[src/logic/tsd_status_map.vh]
`ifndef TSD_STATUS_MAP_VH
`define TSD_STATUS_MAP_VH

// ****************************************
// register numbers (status index)
// ****************************************
`define TSD_REG_BOOT_STATUS    8'h03
`define TSD_REG_SECURITY_COPY  8'h05
`define TSD_REG_OSC_CONTROL    8'h06
`define TSD_REG_OSC_COUNT_BASE 8'h07
`define TSD_REG_OSC_COUNT_LAST 8'h0A
`define TSD_REG_SAVED_STATUS   8'h10
`define TSD_REG_SAVED_PC       8'h11
`define TSD_REG_SAVED_SP       8'h12
`define TSD_REG_READ_CORE_SEL  8'h13
`define TSD_REG_READ_REG_SEL   8'h14
`define TSD_REG_ENTRY_CAUSE    8'h15
`define TSD_REG_ENTRY_DATA     8'h16
`define TSD_REG_CORE_STOP_MASK 8'h18
`define TSD_REG_MAILBOX_BASE   8'h20
`define TSD_REG_MAILBOX_LAST   8'h27
`define TSD_REG_IBREAK_BASE    8'h30
`define TSD_REG_IBREAK_LAST    8'h33

// ****************************************
// field positions
// ****************************************
`define TSD_BOOT_TILE_NUM_LSB  16
`define TSD_BOOT_OTP_EN_BIT    8
`define TSD_OSC_TILE_RUN_BIT   1
`define TSD_OSC_PERIPH_RUN_BIT 0
`define TSD_CAUSE_INDEX_LSB    16
`define TSD_CAUSE_CORE_LSB     8

// ****************************************
// reset values and cause codes
// ****************************************
`define TSD_OSC_CONTROL_RST    2'h0
`define TSD_CAUSE_RST          3'h0
`define TSD_CAUSE_HOST_JTAG    3'h1
`define TSD_CAUSE_DEBUG_CALL   3'h2
`define TSD_CAUSE_IBREAK       3'h3
`define TSD_CAUSE_DATA_WATCH   3'h4
`define TSD_CAUSE_RES_WATCH    3'h5

`endif

[src/logic/tsd_status_regs.v]
// Notes on behaviour
// - boot status bits 23:16 read the tile number on the switch
// - boot status bit 8 reads 1 when one-time-memory boot is enabled
// - boot status low byte shows the sampled boot select pins
// - security register reads the security word loaded from one-time memory
// - four free-running oscillators each advance a counter, started by control
// - control bit 1, reset 0, runs both tile oscillators
// - control bit 0, reset 0, runs both peripheral oscillators
// - four count registers give 16 bits, top half zero, kept over reset
// - oscillators run unrelated to the tile clock, usable as random bits
// - debug entry captures saved status, program counter and stack pointer
// - first read operand holds the logical core number in its low byte
// - second read operand holds a 5-bit core register number
// - 3-bit cause, reset 0: jtag, call, ibreak, data watch, resource watch
// - breakpoint or watchpoint index recorded, lowest index wins
// - core number field holds the causing core, else zero
// - entry data captures watch address or resource identifier
// - 8-bit mask stops set cores outside debug mode
// - eight 32-bit mailbox words shared with the external debugger
// - four breakpoint addresses each flag a hit on program counter match
`timescale 1ns/1ns
`include "tsd_status_map.vh"

module tsd_status_regs #(
	parameter CORES     = 8,
	parameter OSC_WIDTH = 16
) (
	// clock and reset
	input  wire        sys_clk,
	input  wire        arst_n,
	// status register access from the core
	input  wire        ps_rd,
	input  wire        ps_wr,
	input  wire [7:0]  ps_addr,
	input  wire [31:0] ps_wdata,
	output reg  [31:0] ps_rdata_q,
	output reg         ps_rvalid_q,
	// boot and security sources
	input  wire [7:0]  tile_number,
	input  wire        otp_boot_en,
	input  wire [7:0]  boot_select_pins,
	input  wire [31:0] security_word,
	// ring oscillators
	input  wire [3:0]  ring_osc_tick,
	output reg  [1:0]  ring_osc_run_q,
	// debug entry from the core
	input  wire        debug_mode,
	input  wire        dbg_entry,
	input  wire [2:0]  dbg_entry_cause,
	input  wire [3:0]  dbg_entry_hits,
	input  wire        dbg_entry_core_valid,
	input  wire [7:0]  dbg_entry_core,
	input  wire [31:0] dbg_entry_data,
	input  wire [31:0] saved_status_word,
	input  wire [31:0] saved_program_counter,
	input  wire [31:0] saved_stack_pointer,
	// core control and breakpoints
	output reg  [7:0]  core_stop_mask_q,
	input  wire        pc_valid,
	input  wire [31:0] pc_value,
	output reg  [3:0]  ibreak_hit_q
);

	// ****************************************
	// state
	// ****************************************
	// synchroniser stages
	reg  [7:0]           boot_meta_q;
	reg  [7:0]           boot_sync_q;
	reg  [3:0]           tick_meta_q;
	reg  [3:0]           tick_sync_q;
	reg  [3:0]           tick_last_q;
	// oscillator counts, deliberately without reset
	reg  [OSC_WIDTH-1:0] osc_count_q [0:3];
	// state captured on debug entry or written by the debugger
	reg  [31:0]          saved_status_q;
	reg  [31:0]          saved_pc_q;
	reg  [31:0]          saved_sp_q;
	reg  [7:0]           read_core_sel_q;
	reg  [4:0]           read_reg_sel_q;
	reg  [2:0]           cause_q;
	reg  [1:0]           cause_index_q;
	reg  [7:0]           cause_core_q;
	reg  [31:0]          entry_data_q;
	// storage shared with the external debugger
	reg  [31:0]          mailbox_q [0:7];
	reg  [31:0]          ibreak_addr_q [0:3];
	// read path and write qualifier
	reg  [31:0]          rdata_d;
	wire                 dbg_wr;
	wire [3:0]           osc_run;
	integer              i;

	// writes to debug fields only count while the core is in debug mode
	assign dbg_wr  = ps_wr & debug_mode;
	// tile oscillators sit on ticks 0 and 1, peripheral ones on ticks 2 and 3
	assign osc_run[0] = ring_osc_run_q[`TSD_OSC_TILE_RUN_BIT];
	assign osc_run[1] = ring_osc_run_q[`TSD_OSC_TILE_RUN_BIT];
	assign osc_run[2] = ring_osc_run_q[`TSD_OSC_PERIPH_RUN_BIT];
	assign osc_run[3] = ring_osc_run_q[`TSD_OSC_PERIPH_RUN_BIT];

	// ****************************************
	// helpers
	// ****************************************
	// lowest set hit bit; several triggers at once keep the smallest index
	function [1:0] lowest_hit;
		input [3:0] hits;
		begin
			if (hits[0]) begin
				lowest_hit = 2'h0;
			end else if (hits[1]) begin
				lowest_hit = 2'h1;
			end else if (hits[2]) begin
				lowest_hit = 2'h2;
			end else if (hits[3]) begin
				lowest_hit = 2'h3;
			end else begin
				// no hit at all reads as index 0
				lowest_hit = 2'h0;
			end
		end
	endfunction

	// true when addr falls in an inclusive window of register numbers
	function in_range;
		input [7:0] addr;
		input [7:0] lo;
		input [7:0] hi;
		begin
			in_range = (addr >= lo) && (addr <= hi);
		end
	endfunction

	// ****************************************
	// pin synchronisers
	// ****************************************
	// boot pins and oscillator ticks come from outside the tile clock
	// only the later stages feed logic; the first may settle late
	always @(posedge sys_clk or negedge arst_n) begin
		if (!arst_n) begin
			boot_meta_q <= 8'h00;
			boot_sync_q <= 8'h00;
			tick_meta_q <= 4'h0;
			tick_sync_q <= 4'h0;
			tick_last_q <= 4'h0;
		end else begin
			boot_meta_q <= boot_select_pins;
			boot_sync_q <= boot_meta_q;
			tick_meta_q <= ring_osc_tick;
			tick_sync_q <= tick_meta_q;
			tick_last_q <= tick_sync_q;
		end
	end

	// ****************************************
	// ring oscillator counters
	// ****************************************
	// no reset on purpose so the count survives a system reset; the tick is
	// sampled, so an oscillator faster than half the tile clock loses edges
	genvar g;
	generate
		for (g = 0; g < 4; g = g + 1) begin : osc_cnt
			// tick g counts only while the run bit of its group is set
			always @(posedge sys_clk) begin
				if (osc_run[g] && tick_sync_q[g] && !tick_last_q[g]) begin
					osc_count_q[g] <= osc_count_q[g] + 1'b1;
				end
			end
		end
	endgenerate

	// ****************************************
	// oscillator control
	// ****************************************
	// ordinary read-write register, not limited to debug mode
	// both run bits are written together; bits 31:2 are reserved
	always @(posedge sys_clk or negedge arst_n) begin
		if (!arst_n) begin
			ring_osc_run_q <= `TSD_OSC_CONTROL_RST;
		end else if (ps_wr && ps_addr == `TSD_REG_OSC_CONTROL) begin
			ring_osc_run_q[`TSD_OSC_TILE_RUN_BIT]   <= ps_wdata[1];
			ring_osc_run_q[`TSD_OSC_PERIPH_RUN_BIT] <= ps_wdata[0];
		end
	end

	// ****************************************
	// debug capture and debug-writable fields
	// ****************************************
	// hardware capture on entry wins over a software write in the same cycle
	always @(posedge sys_clk or negedge arst_n) begin
		if (!arst_n) begin
			saved_status_q   <= 32'h00000000;
			saved_pc_q       <= 32'h00000000;
			saved_sp_q       <= 32'h00000000;
			read_core_sel_q  <= 8'h00;
			read_reg_sel_q   <= 5'h00;
			cause_q          <= `TSD_CAUSE_RST;
			cause_index_q    <= 2'h0;
			cause_core_q     <= 8'h00;
			entry_data_q     <= 32'h00000000;
			core_stop_mask_q <= 8'h00;
		end else begin
			if (dbg_entry) begin
				saved_status_q <= saved_status_word;
				saved_pc_q     <= saved_program_counter;
				saved_sp_q     <= saved_stack_pointer;
				cause_q        <= dbg_entry_cause;
				cause_index_q  <= lowest_hit(dbg_entry_hits);
				cause_core_q   <= dbg_entry_core_valid ? dbg_entry_core : 8'h00;
				// other causes leave the last watch address for the debugger
				if (dbg_entry_cause == `TSD_CAUSE_DATA_WATCH ||
					dbg_entry_cause == `TSD_CAUSE_RES_WATCH) begin
					entry_data_q <= dbg_entry_data;
				end
			end else if (dbg_wr) begin
				case (ps_addr)
					`TSD_REG_SAVED_PC: begin
						saved_pc_q <= ps_wdata;
					end
					`TSD_REG_SAVED_SP: begin
						saved_sp_q <= ps_wdata;
					end
					`TSD_REG_ENTRY_CAUSE: begin
						// lets the debug handler clear or rewrite the cause
						cause_q       <= ps_wdata[2:0];
						cause_index_q <= ps_wdata[`TSD_CAUSE_INDEX_LSB +: 2];
						cause_core_q  <= ps_wdata[`TSD_CAUSE_CORE_LSB +: 8];
					end
					`TSD_REG_ENTRY_DATA: begin
						entry_data_q <= ps_wdata;
					end
					default: begin
					end
				endcase
			end
			// operands and mask are never touched by entry capture
			// a masked core stays stopped until its bit is cleared again
			if (dbg_wr && ps_addr == `TSD_REG_READ_CORE_SEL) begin
				read_core_sel_q <= ps_wdata[7:0];
			end
			if (dbg_wr && ps_addr == `TSD_REG_READ_REG_SEL) begin
				read_reg_sel_q <= ps_wdata[4:0];
			end
			if (dbg_wr && ps_addr == `TSD_REG_CORE_STOP_MASK) begin
				core_stop_mask_q <= ps_wdata[CORES-1:0];
			end
		end
	end

	// ****************************************
	// mailbox and breakpoint addresses
	// ****************************************
	// debug-mode writes only; the window test guards the low index bits
	always @(posedge sys_clk or negedge arst_n) begin
		if (!arst_n) begin
			for (i = 0; i < 8; i = i + 1) begin
				mailbox_q[i] <= 32'h00000000;
			end
			for (i = 0; i < 4; i = i + 1) begin
				ibreak_addr_q[i] <= 32'h00000000;
			end
		end else if (dbg_wr) begin
			if (in_range(ps_addr, `TSD_REG_MAILBOX_BASE, `TSD_REG_MAILBOX_LAST)) begin
				mailbox_q[ps_addr[2:0]] <= ps_wdata;
			end
			if (in_range(ps_addr, `TSD_REG_IBREAK_BASE, `TSD_REG_IBREAK_LAST)) begin
				ibreak_addr_q[ps_addr[1:0]] <= ps_wdata;
			end
		end
	end

	// ****************************************
	// breakpoint comparators
	// ****************************************
	// one registered hit per address; there is no enable, every address is always compared
	// a hit needs a valid program counter in that same cycle
	generate
		for (g = 0; g < 4; g = g + 1) begin : ibrk
			always @(posedge sys_clk or negedge arst_n) begin
				if (!arst_n) begin
					ibreak_hit_q[g] <= 1'b0;
				end else begin
					ibreak_hit_q[g] <= pc_valid && (pc_value == ibreak_addr_q[g]);
				end
			end
		end
	endgenerate

	// ****************************************
	// read multiplexer
	// ****************************************
	// unmapped numbers and reserved bits read zero
	// decoded from the live address, so the answer holds the value at the read edge
	always @* begin
		rdata_d = 32'h00000000;
		case (ps_addr)
			`TSD_REG_BOOT_STATUS: begin
				rdata_d[`TSD_BOOT_TILE_NUM_LSB +: 8] = tile_number;
				rdata_d[`TSD_BOOT_OTP_EN_BIT] = otp_boot_en;
				rdata_d[7:0]   = boot_sync_q;
			end
			`TSD_REG_SECURITY_COPY: begin
				rdata_d = security_word;
			end
			`TSD_REG_OSC_CONTROL: begin
				rdata_d[1:0] = ring_osc_run_q;
			end
			`TSD_REG_SAVED_STATUS: begin
				rdata_d = saved_status_q;
			end
			`TSD_REG_SAVED_PC: begin
				rdata_d = saved_pc_q;
			end
			`TSD_REG_SAVED_SP: begin
				rdata_d = saved_sp_q;
			end
			`TSD_REG_READ_CORE_SEL: begin
				rdata_d[7:0] = read_core_sel_q;
			end
			`TSD_REG_READ_REG_SEL: begin
				rdata_d[4:0] = read_reg_sel_q;
			end
			`TSD_REG_ENTRY_CAUSE: begin
				rdata_d[`TSD_CAUSE_INDEX_LSB +: 2] = cause_index_q;
				rdata_d[`TSD_CAUSE_CORE_LSB +: 8]  = cause_core_q;
				rdata_d[2:0]   = cause_q;
			end
			`TSD_REG_ENTRY_DATA: begin
				rdata_d = entry_data_q;
			end
			`TSD_REG_CORE_STOP_MASK: begin
				rdata_d[CORES-1:0] = core_stop_mask_q;
			end
			default: begin
				if (in_range(ps_addr, `TSD_REG_OSC_COUNT_BASE, `TSD_REG_OSC_COUNT_LAST)) begin
					// count may tear if the oscillator still runs
					rdata_d[OSC_WIDTH-1:0] = osc_count_q[ps_addr[1:0] + 2'h1];
				end else if (in_range(ps_addr, `TSD_REG_MAILBOX_BASE,
					`TSD_REG_MAILBOX_LAST)) begin
					rdata_d = mailbox_q[ps_addr[2:0]];
				end else if (in_range(ps_addr, `TSD_REG_IBREAK_BASE,
					`TSD_REG_IBREAK_LAST)) begin
					rdata_d = ibreak_addr_q[ps_addr[1:0]];
				end
			end
		endcase
	end

	// ****************************************
	// read answer
	// ****************************************
	// answer one cycle after the read request, data held until the next read
	// rvalid is a one-cycle strobe; rdata stays for slower consumers
	always @(posedge sys_clk or negedge arst_n) begin
		if (!arst_n) begin
			ps_rdata_q  <= 32'h00000000;
			ps_rvalid_q <= 1'b0;
		end else begin
			ps_rvalid_q <= ps_rd;
			if (ps_rd) begin
				ps_rdata_q <= rdata_d;
			end
		end
	end

endmodule

[config.mk]
export PLATFORM = sky130hd
export DESIGN_NAME = tsd_status_regs
export DESIGN_NICKNAME = d
export VERILOG_FILES = /design/src/logic/tsd_status_regs.v
export VERILOG_INCLUDE_DIRS = /design/src /design/src/logic
export SDC_FILE = /design/constraint.sdc
export NUM_CORES = 1
export LEC_CHECK = 0
export BUFFER_PORTS_ARGS = -buffer_cell sky130_fd_sc_hd__clkbuf_2
export CAP_MARGIN = 0
export CORE_MARGIN = 1.5
export CORE_UTILIZATION = 30
export CTS_CLUSTER_DIAMETER = 120
export DETAILED_ROUTE_END_ITERATION = 10
export PLACE_DENSITY = 0.54
export SYNTH_ARGS = -nofsm -noshare
export SYNTH_HDL_FRONTEND = slang
export SYNTH_SLANG_ARGS = --single-unit
[constraint.sdc]
create_clock -name sys_clk -period 1.8 [get_ports sys_clk]
set_input_delay 0.09 -clock sys_clk [delete_from_list [all_inputs] [get_ports sys_clk]]
set_output_delay 0.09 -clock sys_clk [all_outputs]
set_load 0.005 [all_outputs]
==> results of run 1 <==
[per-stage QoR]
stage	setup slack, ps	total power, mW
after global routing	-241.4	38.63
final	-119.1	37.32
after floorplan	-174.3	18.48
after CTS	-142.8	37.61
after detailed placement	-362.4	20.65
after global placement	-439.5	20.62
[registers in the layout (all words and copies together), names as in the netlist, 3 cells and up]
register,count
core_stop_mask_q,8
ibreak_addr_q,128
ibreak_hit_q,4
saved_pc_q,32
read_core_sel_q,8
osc_count_q,64
mailbox_q,256
tick_meta_q,4
boot_sync_q,8
cause_core_q,8
boot_meta_q,8
read_reg_sel_q,5
tick_sync_q,4
entry_data_q,32
saved_status_q,32
cause_q,3
saved_sp_q,32
tick_last_q,4
ps_rdata_q,32
[final cells by class]
cell class	count	area, sq um	share of cell area [%]
Timing Repair Buffer	859	7104	16.02
Clock buffer	112	2252	5.079
Clock inverter	25	360.3	0.8127
Antenna cell	5	12.51	0.02822
Sequential cell	677	17260	38.93
Multi-Input combinational cell	1761	15450	34.84
Tap cell	1488	1862	4.199
Inverter	10	40.04	0.09030
[repair_timing]
item / CTS / global route
pin swaps: 7 / 27
gates cloned: 0 / 1
buffers inserted: 0 / 5
hold buffers: 211 / 2
setup endpoints to repair: 8 / 18
endpoints found under the hold margin: 788 / 1
gates resized for setup: 13 / 29
[worst paths after layout]
kind                                           from                        endpoint  slack, ps  cells after the start
setup reg to reg           mailbox_q[9]$_DFFE_PN0P_       ps_rdata_q[9]$_DFFE_PN0P_       -120                      7
max in group asynchronous                    arst_n   ibreak_addr_q[57]$_DFFE_PN0P_        400                      3
hold / removal                          pc_value[8]       ibreak_hit_q[2]$_DFF_PN0_          5                      4
hold reg to reg            tick_meta_q[0]$_DFF_PN0_        tick_sync_q[0]$_DFF_PN0_        330                      0
min in group asynchronous                    arst_n  ibreak_addr_q[114]$_DFFE_PN0P_        100                      3
setup / recovery           mailbox_q[9]$_DFFE_PN0P_       ps_rdata_q[9]$_DFFE_PN0P_       -120                      7
[cell usage in the layout (no fill, tap or decap), types with 20 or more instances in the layout]
master,instances
nor3_1,20
mux4_2,65
o21ai_1,22
xnor2_1,115
buf_4,254
nand2_1,187
nor2_1,65
nand4_1,38
clkbuf_16,81
o22ai_1,23
buf_12,70
dlygate4sd3_1,213
a21oi_1,56
nand3_1,29
o21ai_0,129
mux2_2,433
mux2i_1,190
xor2_1,59
clkbuf_2,317
a22oi_1,48
dfrtp_1,613
edfxtp_1,64
[logic make-up (layout without fill, tap and decap cells)]
group | count (synthesis) | count (layout) | synth area share, %
AOI/OAI and AO/OA | 426 | 426 | 8.345
muxes | 710 | 710 | 25.48
and+or+nand+nor | 434 | 434 | 6.200
other | 0 | 5 | 0
adders and majority gates | 8 | 8 | 0.2994
buffers and inverters | 241 | 1006 | 3.259
xor gates and xnor gates | 183 | 183 | 4.793
DFF | 677 | 677 | 51.62
[cell usage after synthesis (6+ instances only)]
library cell,instances
nand4_1,38
dfrtp_1,613
nand2b_1,7
xor2_1,59
nor2_1,72
mux2_1,14
buf_1,8
clkbuf_1,123
mux2i_1,190
a32oi_1,9
ha_1,8
a21oi_1,57
nand3_1,31
and3_1,16
a211o_1,7
o21ai_0,147
inv_1,9
mux2_2,433
a211oi_1,14
nor4_1,17
nor3_1,20
o32a_1,7
and2_1,8
o22a_1,12
mux2_4,8
a221oi_1,23
buf_4,13
a22oi_1,48
buf_2,81
o22ai_1,23
a31oi_1,18
nor2b_1,6
o211ai_1,11
edfxtp_1,64
xnor2_1,124
nand2_1,192
mux4_2,65
o221ai_1,13
[tightest hold or removal path: stages]
cell and delay, ps:
clkbuf_2 160, xnor2_1 140, nand4_1 140, nor4_4 60
[metal layers]
metal	wire (um)	vias up
met5	92	-
met4	4486	16
met3	8178	234
met2	55540	951
met1	55290	13100
li1	-	11270
[report_power, final]
group / total [mW] / switching, mW / internal (mW)
Clock: 16.5 / 6.64 / 9.85
Combinational: 4.22 / 2.27 / 1.95
Sequential: 16.6 / 0.500 / 16.1
Total: 37.3 / 9.41 / 27.9
==> reports/metrics.yaml, run 1 <==
logic_synthesis:
  yosys_warnings: 0
  syn_area_per_cell_sq_um: 12.48
  ys_types: 75
  synthCells: 2679
  yosys-top-cells-area: "dfrtp_1, mux2_2, edfxtp_1"
  syn_area_sq_mm: 0.03344
  synth_edf_count: 64
  seq_area_frac_synth_pct: 51.62
  ys_seq_elements: 677
  yosysTopAreaCellShare_pct: 45.88
  synthesis.nets: 2963
  async_flop_share_pct: 90.55
  synth_largest_area_cell: "dfrtp_1"
  ys.flop_type: "dfrtp_1"
clock_network:
  path_clk_slew_ps: 70
  cts-root-buf: "clkbuf_16"
  ctsLongestPathBuffers: 3
  cts_made_buffers: 78
  cts_sinks: 677
  htreeDepth: 3
  cts_tree: "done"
  clkLatencyLatePin_ps: 630
pwr:
  irDropWorstVdd_mv: 0.6084
  p_leak_nw: 20.58
  power_density_mw_per_mm2: 841.7
setup_path:
  cp.required_ps: 2300
  critPathLaunchType: "register"
  cp_slowest_cell: "mux4_2"
  critical-path-max-stage-delay_ps: 480
  crit_arrival_ps: 2420
  crit_fanout: 2
  crit_family: "compound AO/OA/AOI/OAI gates"
  endpoint_kind: "register"
  crit_chain: "mux4_2 -> nand2_2 -> o211ai_1 -> a221oi_2 -> buf_4 -> nor2_2 -> o32a_1"
  path_class: "register to register"
  crit_buf_inv: 1
sta:
  fin_crit_ps: 1919
  tightest_slew_ps: 881.8
  fin_crit_sh_pct: 106.6
  setup_slack_ps: -119.1
  hold_ws_ps: 4.859
  finalSetupViolations: 4
  hold_viol_final: 0
  fin_setup_tns_ps: -255.9
  max_freq_mhz: 521.1
  slew_headroom_pct: 41.02
  drv_slew: 0
  rsz0062_at_grt: "yes"
  clock_skew_ps: 24.69
placed_design:
  placed_cell_area_sq_mm: 0.03931
  port_buffers: 322
  dp_cells: 4578
  place_congestion: 0.9010
  dp_hpwl_mm: 90.24
final_layout:
  final_area_sq_mm: 0.04434
  nets: 3671
  fin_cells: 4937
  fin_util_pct: 40.06
  n_fill_cell: 10510
  drive_gt1_share_pct: 39.08
  areaGrowthSynthToFinish_pct: 32.60
status:
  status: "finished, violations left"
  violations: "setup timing"
routing:
  drtAntennaViolNets: 0
  wl_per_cell_um: 25.03
  drtPass1Iterations: 5
  drt-initial-drc-count: 2044
  vias: 25560
  drc: 0
  routed_wl_mm: 123.6
  via_per_inst: 5.178
min_path:
  min_path_type: "primary input to register"
grt:
  top_usage_layer: "met2"
  track_usage_pct: 21.41
  met2_usage_pct: 33.00
  antenna_found_initial: 12
  grt_use_met1_pct: 29.36
  gr-usage-met3_pct: 4.486
  overflow: 0
  grt_max_degree: 101
  grt_pass1_vias: 25890
  grt_first_pass_wirelength_mm: 178.5
floorplan:
  die_height_um: 336.9
  start_util_pct: 30.21
  fp-row-count: 122
  pin_count: 323
  die_w_um: 336.9
  dieArea_sq_mm: 0.1135
  coreArea_sq_mm: 0.1107
job:
  max-cap-violations: 0
Note: power is estimated with default switching activity, not from simulation.
==> inputs of run 2 (changes only) <==
- PLACE_DENSITY: 0.54 -> 0.45
==> reports/metrics.yaml, run 2 (synthesized netlist as in run 1, its figures left out) <==
status:
  status: "finished, violations left"
  violations: "setup timing"
sta:
  max_freq_mhz: 542.2  # +4.0%
  hold_viol_final: 0  # unchanged
  fin_crit_ps: 1844  # -74.69 ps
  tightest_slew_ps: 740.0  # -141.7 ps
  slew_headroom_pct: 50.66  # +9.6 points
  fin_setup_tns_ps: -44.67  # +211.2 ps
  finalSetupViolations: 2  # -2
  fin_crit_sh_pct: 102.5  # -4.1 points
  drv_slew: 0  # unchanged
  rsz0062_at_grt: "yes"
  clock_skew_ps: 22.32  # -2.367 ps
  setup_slack_ps: -44.38  # +74.69 ps
  hold_ws_ps: 29.76  # +24.90 ps
grt:
  grt_max_degree: 90  # -11%
  track_usage_pct: 22.13  # +0.73 points
  grt_first_pass_wirelength_mm: 184.4  # +3.3%
  antenna_found_initial: 11  # -1
  overflow: 0  # unchanged
  grt_pass1_vias: 26930  # +4.0%
final_layout:
  final_area_sq_mm: 0.04444  # +0.23%
  n_fill_cell: 10440  # -0.74%
  fin_cells: 4953  # +0.32%
  seq_area_sq_mm: 0.01726  # unchanged
  multiInputGateArea_sq_mm: 0.01547  # +0.19%
  final_common_cell: "dfrtp_1"
  areaGrowthSynthToFinish_pct: 32.91
  largest_reg_flops: 256  # unchanged
  final_cell_mix: "dfrtp_1, mux2_2, clkbuf_2, buf_4, dlygate4sd3_1"
  drive_gt1_share_pct: 38.89  # -0.19 points
  nets: 3687  # +0.44%
  top_register: "mailbox_q"
  top_regs: "mailbox_q: 256 flops, ibreak_addr_q: 128 flops, osc_count_q: 64 flops"
  fin_util_pct: 40.16  # +0.092 points
placed_design:
  port_buffers: 322  # unchanged
  placed_cell_area_sq_mm: 0.03914  # -0.45%
  dp_cells: 4567  # -0.24%
  place_ws_ps: -577.9  # -215.6 ps
  dp_hpwl_mm: 92.93  # +3.0%
  place_congestion: 0.9152  # +1.6%
setup_path:
  regToRegStartpoint: "ibreak_addr_q[105]$_DFFE_PN0P_"
  rr_worst_depth: 5  # -2
  path_class: "register to register"
  reg2reg_to: "ps_rdata_q[9]$_DFFE_PN0P_"
  reg2reg_slack_ps: -40  # +70 ps
  crit_arrival_ps: 2380  # -40 ps
  worstSetupStartpoint: "ibreak_addr_q[105]$_DFFE_PN0P_"
  critPathCapture: "ps_rdata_q[9]$_DFFE_PN0P_"
  cp.required_ps: 2330  # +30 ps
  endpoint_kind: "register"
  crit_fanout: 2  # unchanged
  critPathLaunchType: "register"
min_path:
  min_from: "dbg_entry_core_valid"
  holdPathStages: 4  # unchanged
  min_path_type: "primary input to register"
routing:
  wl_per_cell_um: 25.59  # +2.2%
  drtPass1Iterations: 7  # +2
  drc: 0  # unchanged
  drt-initial-drc-count: 1703  # -17%
  vias: 25580  # +0.074%
  routed_wl_mm: 126.7  # +2.5%
  drtAntennaViolNets: 0  # unchanged
  via_per_inst: 5.165  # -0.25%
clock_network:
  cts_sinks: 677  # unchanged
  clkLatencyLatePin_ps: 650  # +20 ps
  path_clk_slew_ps: 60  # about the same
  cts_tree: "done"
  cts_made_buffers: 79  # +1.3%
  htreeDepth: 3  # unchanged
  ctsLongestPathBuffers: 3  # unchanged
  cts-root-buf: "clkbuf_16"
job:
  max-cap-violations: 0  # unchanged
floorplan:
  pin_count: 323  # unchanged
  coreArea_sq_mm: 0.1107  # unchanged
  die_height_um: 336.9  # unchanged
  dieArea_sq_mm: 0.1135  # unchanged
  start_util_pct: 30.21  # unchanged
  die_w_um: 336.9  # unchanged
  fp-row-count: 122  # unchanged
pwr:
  p_leak_nw: 20.63  # +0.25%
  total_power_mw: 37.30  # about the same
  power_density_mw_per_mm2: 839.3  # -0.28%
  irDropWorstVdd_mv: 0.6060  # -0.39%
run 2: cell type report:
| type | count | share of cell area (%) |
|---|---|---|
| clock inverter | 21 | 0.5180 |
| multi-input combinational | 1761 | 34.82 |
| tap | 1488 | 4.189 |
| antenna | 4 | 0.02252 |
| timing repair buffer | 874 | 16.12 |
| sequential | 677 | 38.84 |
| clock buffer | 118 | 5.400 |
| inverter | 10 | 0.09010 |
run 2: routing by layer:
metal | part of all wire (%) | GRT usage (%) | vias up
li1 | - | - | 11290
met1 | 45 | 30.48 | 13290
met2 | 46 | 35.66 | 810
met3 | 5.4 | 3.537 | 178
met4 | 2.7 | 6.680 | 14
met5 | 0.072 | 0 | -
run 2: critical path, stage by stage, from the launching register on:
cell,delay [ps]
dfrtp_1,400
buf_6,120
mux4_2,580
a221oi_4,290
nor2_2,80
o32a_1,280
run 2: how the worst min path moves through the flow:
stage,to,slack [ps]
after floorplan,boot_meta_q[0]$_DFF_PN0_,-210
after global placement,mailbox_q[116]$_DFFE_PN0P_,30
after detailed placement,ibreak_addr_q[92]$_DFFE_PN0P_,20
after CTS,ibreak_hit_q[2]$_DFF_PN0_,2
after global routing,cause_core_q[3]$_DFFE_PN0P_,40
final,cause_core_q[6]$_DFFE_PN0P_,30
run 2: repair_timing:
action | CTS | global route
hold buffers | 232 | 1
buffers inserted | 0 | 13
gates resized for setup | 19 | 26
gates cloned | 0 | 0
pin swaps | 14 | 24
hold endpoints to repair | 790 | 1
setup endpoints to repair | 11 | 22
run 2: where the power goes:
part | internal [mW] | total, mW | switching, mW
registers | 16.1 | 16.6 | 0.492
clock network | 9.77 | 16.4 | 6.65
logic | 1.97 | 4.28 | 2.31
==> inputs of run 3 (changes only) <==
- CTS_BUF_LIST: default -> sky130_fd_sc_hd__clkbuf_16
- GPL_TIMING_DRIVEN: default -> 0
==> reports/metrics.yaml, run 3 (synthesized netlist as in run 1, its figures left out) <==
status:
  status: "finished, violations left"
  violations: "hold timing, setup timing"
final_layout:
  fin_cells: 4881  # -1.5%
  drive_gt1_share_pct: 35.79  # -3.1 points
  n_fill_cell: 10640  # +2.0%
  largest_reg_flops: 256  # unchanged
  final_area_sq_mm: 0.04338  # -2.4%
  final_common_cell: "dfrtp_1"
  top_regs: "mailbox_q: 256 flops, ibreak_addr_q: 128 flops, osc_count_q: 64 flops"
  final_cell_mix: "dfrtp_1, mux2_2, clkbuf_2, dlygate4sd3_1, mux2i_1"
  nets: 3606  # -2.2%
  areaGrowthSynthToFinish_pct: 29.73
  top_register: "mailbox_q"
grt:
  track_usage_pct: 25.48  # +3.3 points
  grt_first_pass_wirelength_mm: 205.0  # +11%
  grt_max_degree: 109  # +21%
  grt_pass1_vias: 27080  # +0.56%
  overflow: 0  # unchanged
  antenna_found_initial: 11  # unchanged
pwr:
  pwr-share-seq_pct: 44.4  # about the same
  total_power_mw: 37.44  # +0.39%
  switchingPower_mw: 10.10  # +6.9%
  irDropWorstVdd_mv: 0.7161  # +18%
  swShare_pct: 26.98  # +1.6 points
  p_int_mw: 27.34  # -1.8%
  power_density_mw_per_mm2: 863.2  # +2.8%
  p_leak_nw: 19.85  # -3.8%
  clkPwrFrac_pct: 43.8  # -0.2 points
  pwr-share-comb_pct: 11.9  # +0.4 points
setup_path:
  critPathLaunchType: "primary input"
  path_class: "primary input to register"
  regToRegStartpoint: "mailbox_q[9]$_DFFE_PN0P_"
  critPathCapture: "ps_rdata_q[9]$_DFFE_PN0P_"
  cp.required_ps: 2360  # +30 ps
  crit_fanout: 7  # +5
  worstSetupStartpoint: "ps_addr[7]"
  reg2reg_slack_ps: -80  # -40 ps
  crit_arrival_ps: 2500  # +120 ps
  endpoint_kind: "register"
  rr_worst_depth: 6  # +1
  reg2reg_to: "ps_rdata_q[9]$_DFFE_PN0P_"
placed_design:
  port_buffers: 292  # -9.3%
  place_congestion: 0.9423  # +3.0%
  dp_hpwl_mm: 107.2  # +15%
  dp_cells: 4466  # -2.2%
  placed_cell_area_sq_mm: 0.03716  # -5.0%
routing:
  drtPass1Iterations: 5  # -2
  wl_per_cell_um: 30.07  # +18%
  vias: 26450  # +3.4%
  drc: 0  # unchanged
  via_per_inst: 5.420  # +4.9%
  routed_wl_mm: 146.8  # +16%
  drt-initial-drc-count: 2158  # +27%
  drtAntennaViolNets: 0  # unchanged
sta:
  fin_crit_ps: 1942  # +98.08 ps
  max_freq_mhz: 514.8  # -5.0%
  fin_crit_sh_pct: 107.9  # +5.4 points
  clock_skew_ps: 42.08  # +19.75 ps
  tightest_slew_ps: 1037  # +296.8 ps
  hold_ws_ps: -193.1  # -222.9 ps
  setup_slack_ps: -142.5  # -98.08 ps
  drv_slew: 0  # unchanged
  hold_viol_final: 200  # +200
  slew_headroom_pct: 30.35  # -20 points
  rsz0062_at_grt: "yes"
  finalSetupViolations: 13  # +11
clock_network:
  htreeDepth: 3  # unchanged
  ctsLongestPathBuffers: 3  # unchanged
  path_clk_slew_ps: 60  # about the same
  cts_made_buffers: 84  # +6.3%
  cts-root-buf: "clkbuf_16"
  cts_tree: "done"
  clkLatencyLatePin_ps: 670  # +20 ps
  cts_sinks: 677  # unchanged
job:
  max-cap-violations: 0  # unchanged
floorplan:
  fp-row-count: 122  # unchanged
  start_util_pct: 30.21  # unchanged
  dieArea_sq_mm: 0.1135  # unchanged
  die_w_um: 336.9  # unchanged
  die_height_um: 336.9  # unchanged
  pin_count: 323  # unchanged
  coreArea_sq_mm: 0.1107  # unchanged
min_path:
  min_path_type: "primary input to async pin"
run 3: cell types whose count changed in the layout (fill, tap and decap cells not counted), moves of 9 or more:
cell,previous run,this run
buf_12,63,7
buf_16,0,11
buf_2,0,35
buf_4,257,52
buf_6,2,21
buf_8,2,11
clkbuf_1,17,83
clkbuf_16,84,93
clkbuf_4,0,14
clkbuf_8,17,3
clkinv_1,1,20
inv_1,7,23
nor2_1,66,53
run 3: timing repair:
item	CTS	global route
pin swaps	24	12
gates cloned	2	1
resized for setup	189	61
endpoints found under the setup margin	621	372
endpoints found under the hold margin	485	201
setup buffers	13	17
hold buffers	229	1
run 3: worst max-delay path, cell delays in order:
cell and delay [ps]:
clkbuf_2 180, nor3_1 880, a32oi_1 270, o221a_2 370, buf_4 160, o21ai_1 130
nor2_2 120, o32a_1 290
run 3: worst min path at each step:
stage / start / to / slack [ps]
after floorplan: arst_n / boot_meta_q[0]$_DFF_PN0_ / -210
after global placement: boot_select_pins[2] / boot_meta_q[2]$_DFF_PN0_ / 200
after detailed placement: arst_n / ibreak_addr_q[92]$_DFFE_PN0P_ / 110
after CTS: arst_n / ibreak_addr_q[60]$_DFFE_PN0P_ / -190
after global routing: arst_n / ibreak_addr_q[60]$_DFFE_PN0P_ / -150
final: arst_n / ibreak_addr_q[60]$_DFFE_PN0P_ / -190
run 3: layout make-up:
type                    instances  area, sq um  share of cell area (%)
diodes                          7        17.52                 0.04038
plain buffers                 226         1484                   3.421
clock buffers                  90         2252                   5.192
clock inverters                60        375.4                  0.8653
inverters                      10        40.04                 0.09230
multi-input cells            1762        15730                   36.26
flip-flops and latches        677        17260                   39.79
well taps                    1488         1862                   4.292
repair buffers                561         4357                   10.04
run 3: per-layer routing:
metal  vias up  global-route usage [%]  share of wire [%]
met3       304                   4.469                6.6
met2      1175                   40.48                 46
met1     13800                   34.26                 43
li1      11160                       -                  -
met4        10                   10.41                4.2
met5         -                       0              0.047
run 3: power groups by stage:
stage | clock [mW] | combinational (mW) | sequential (mW)
5_1_grt | 17.3 | 4.69 | 16.7
2_1_floorplan | 0 | 1.81 | 16.7
3_3_place_gp | 0 | 3.68 | 16.9
6_report | 16.4 | 4.44 | 16.6
3_5_place_dp | 0 | 3.77 | 16.9
4_1_cts | 16.7 | 4.37 | 16.6
run 3: stage by stage:
| stage | worst slack [ps] | utilization, % | setup TNS, ps |
|---|---|---|---|
| floorplan | -174.3 | - | -4692 |
| CTS | -232.4 | 38.89 | -17260 |
| finish | -142.5 | 39.20 | -484.0 |
| global route | -183.8 | 39.19 | -410.2 |
| detailed placement | -1825 | 33.58 | -622720 |
| global placement | -14220 | 33.41 | -9120810 |
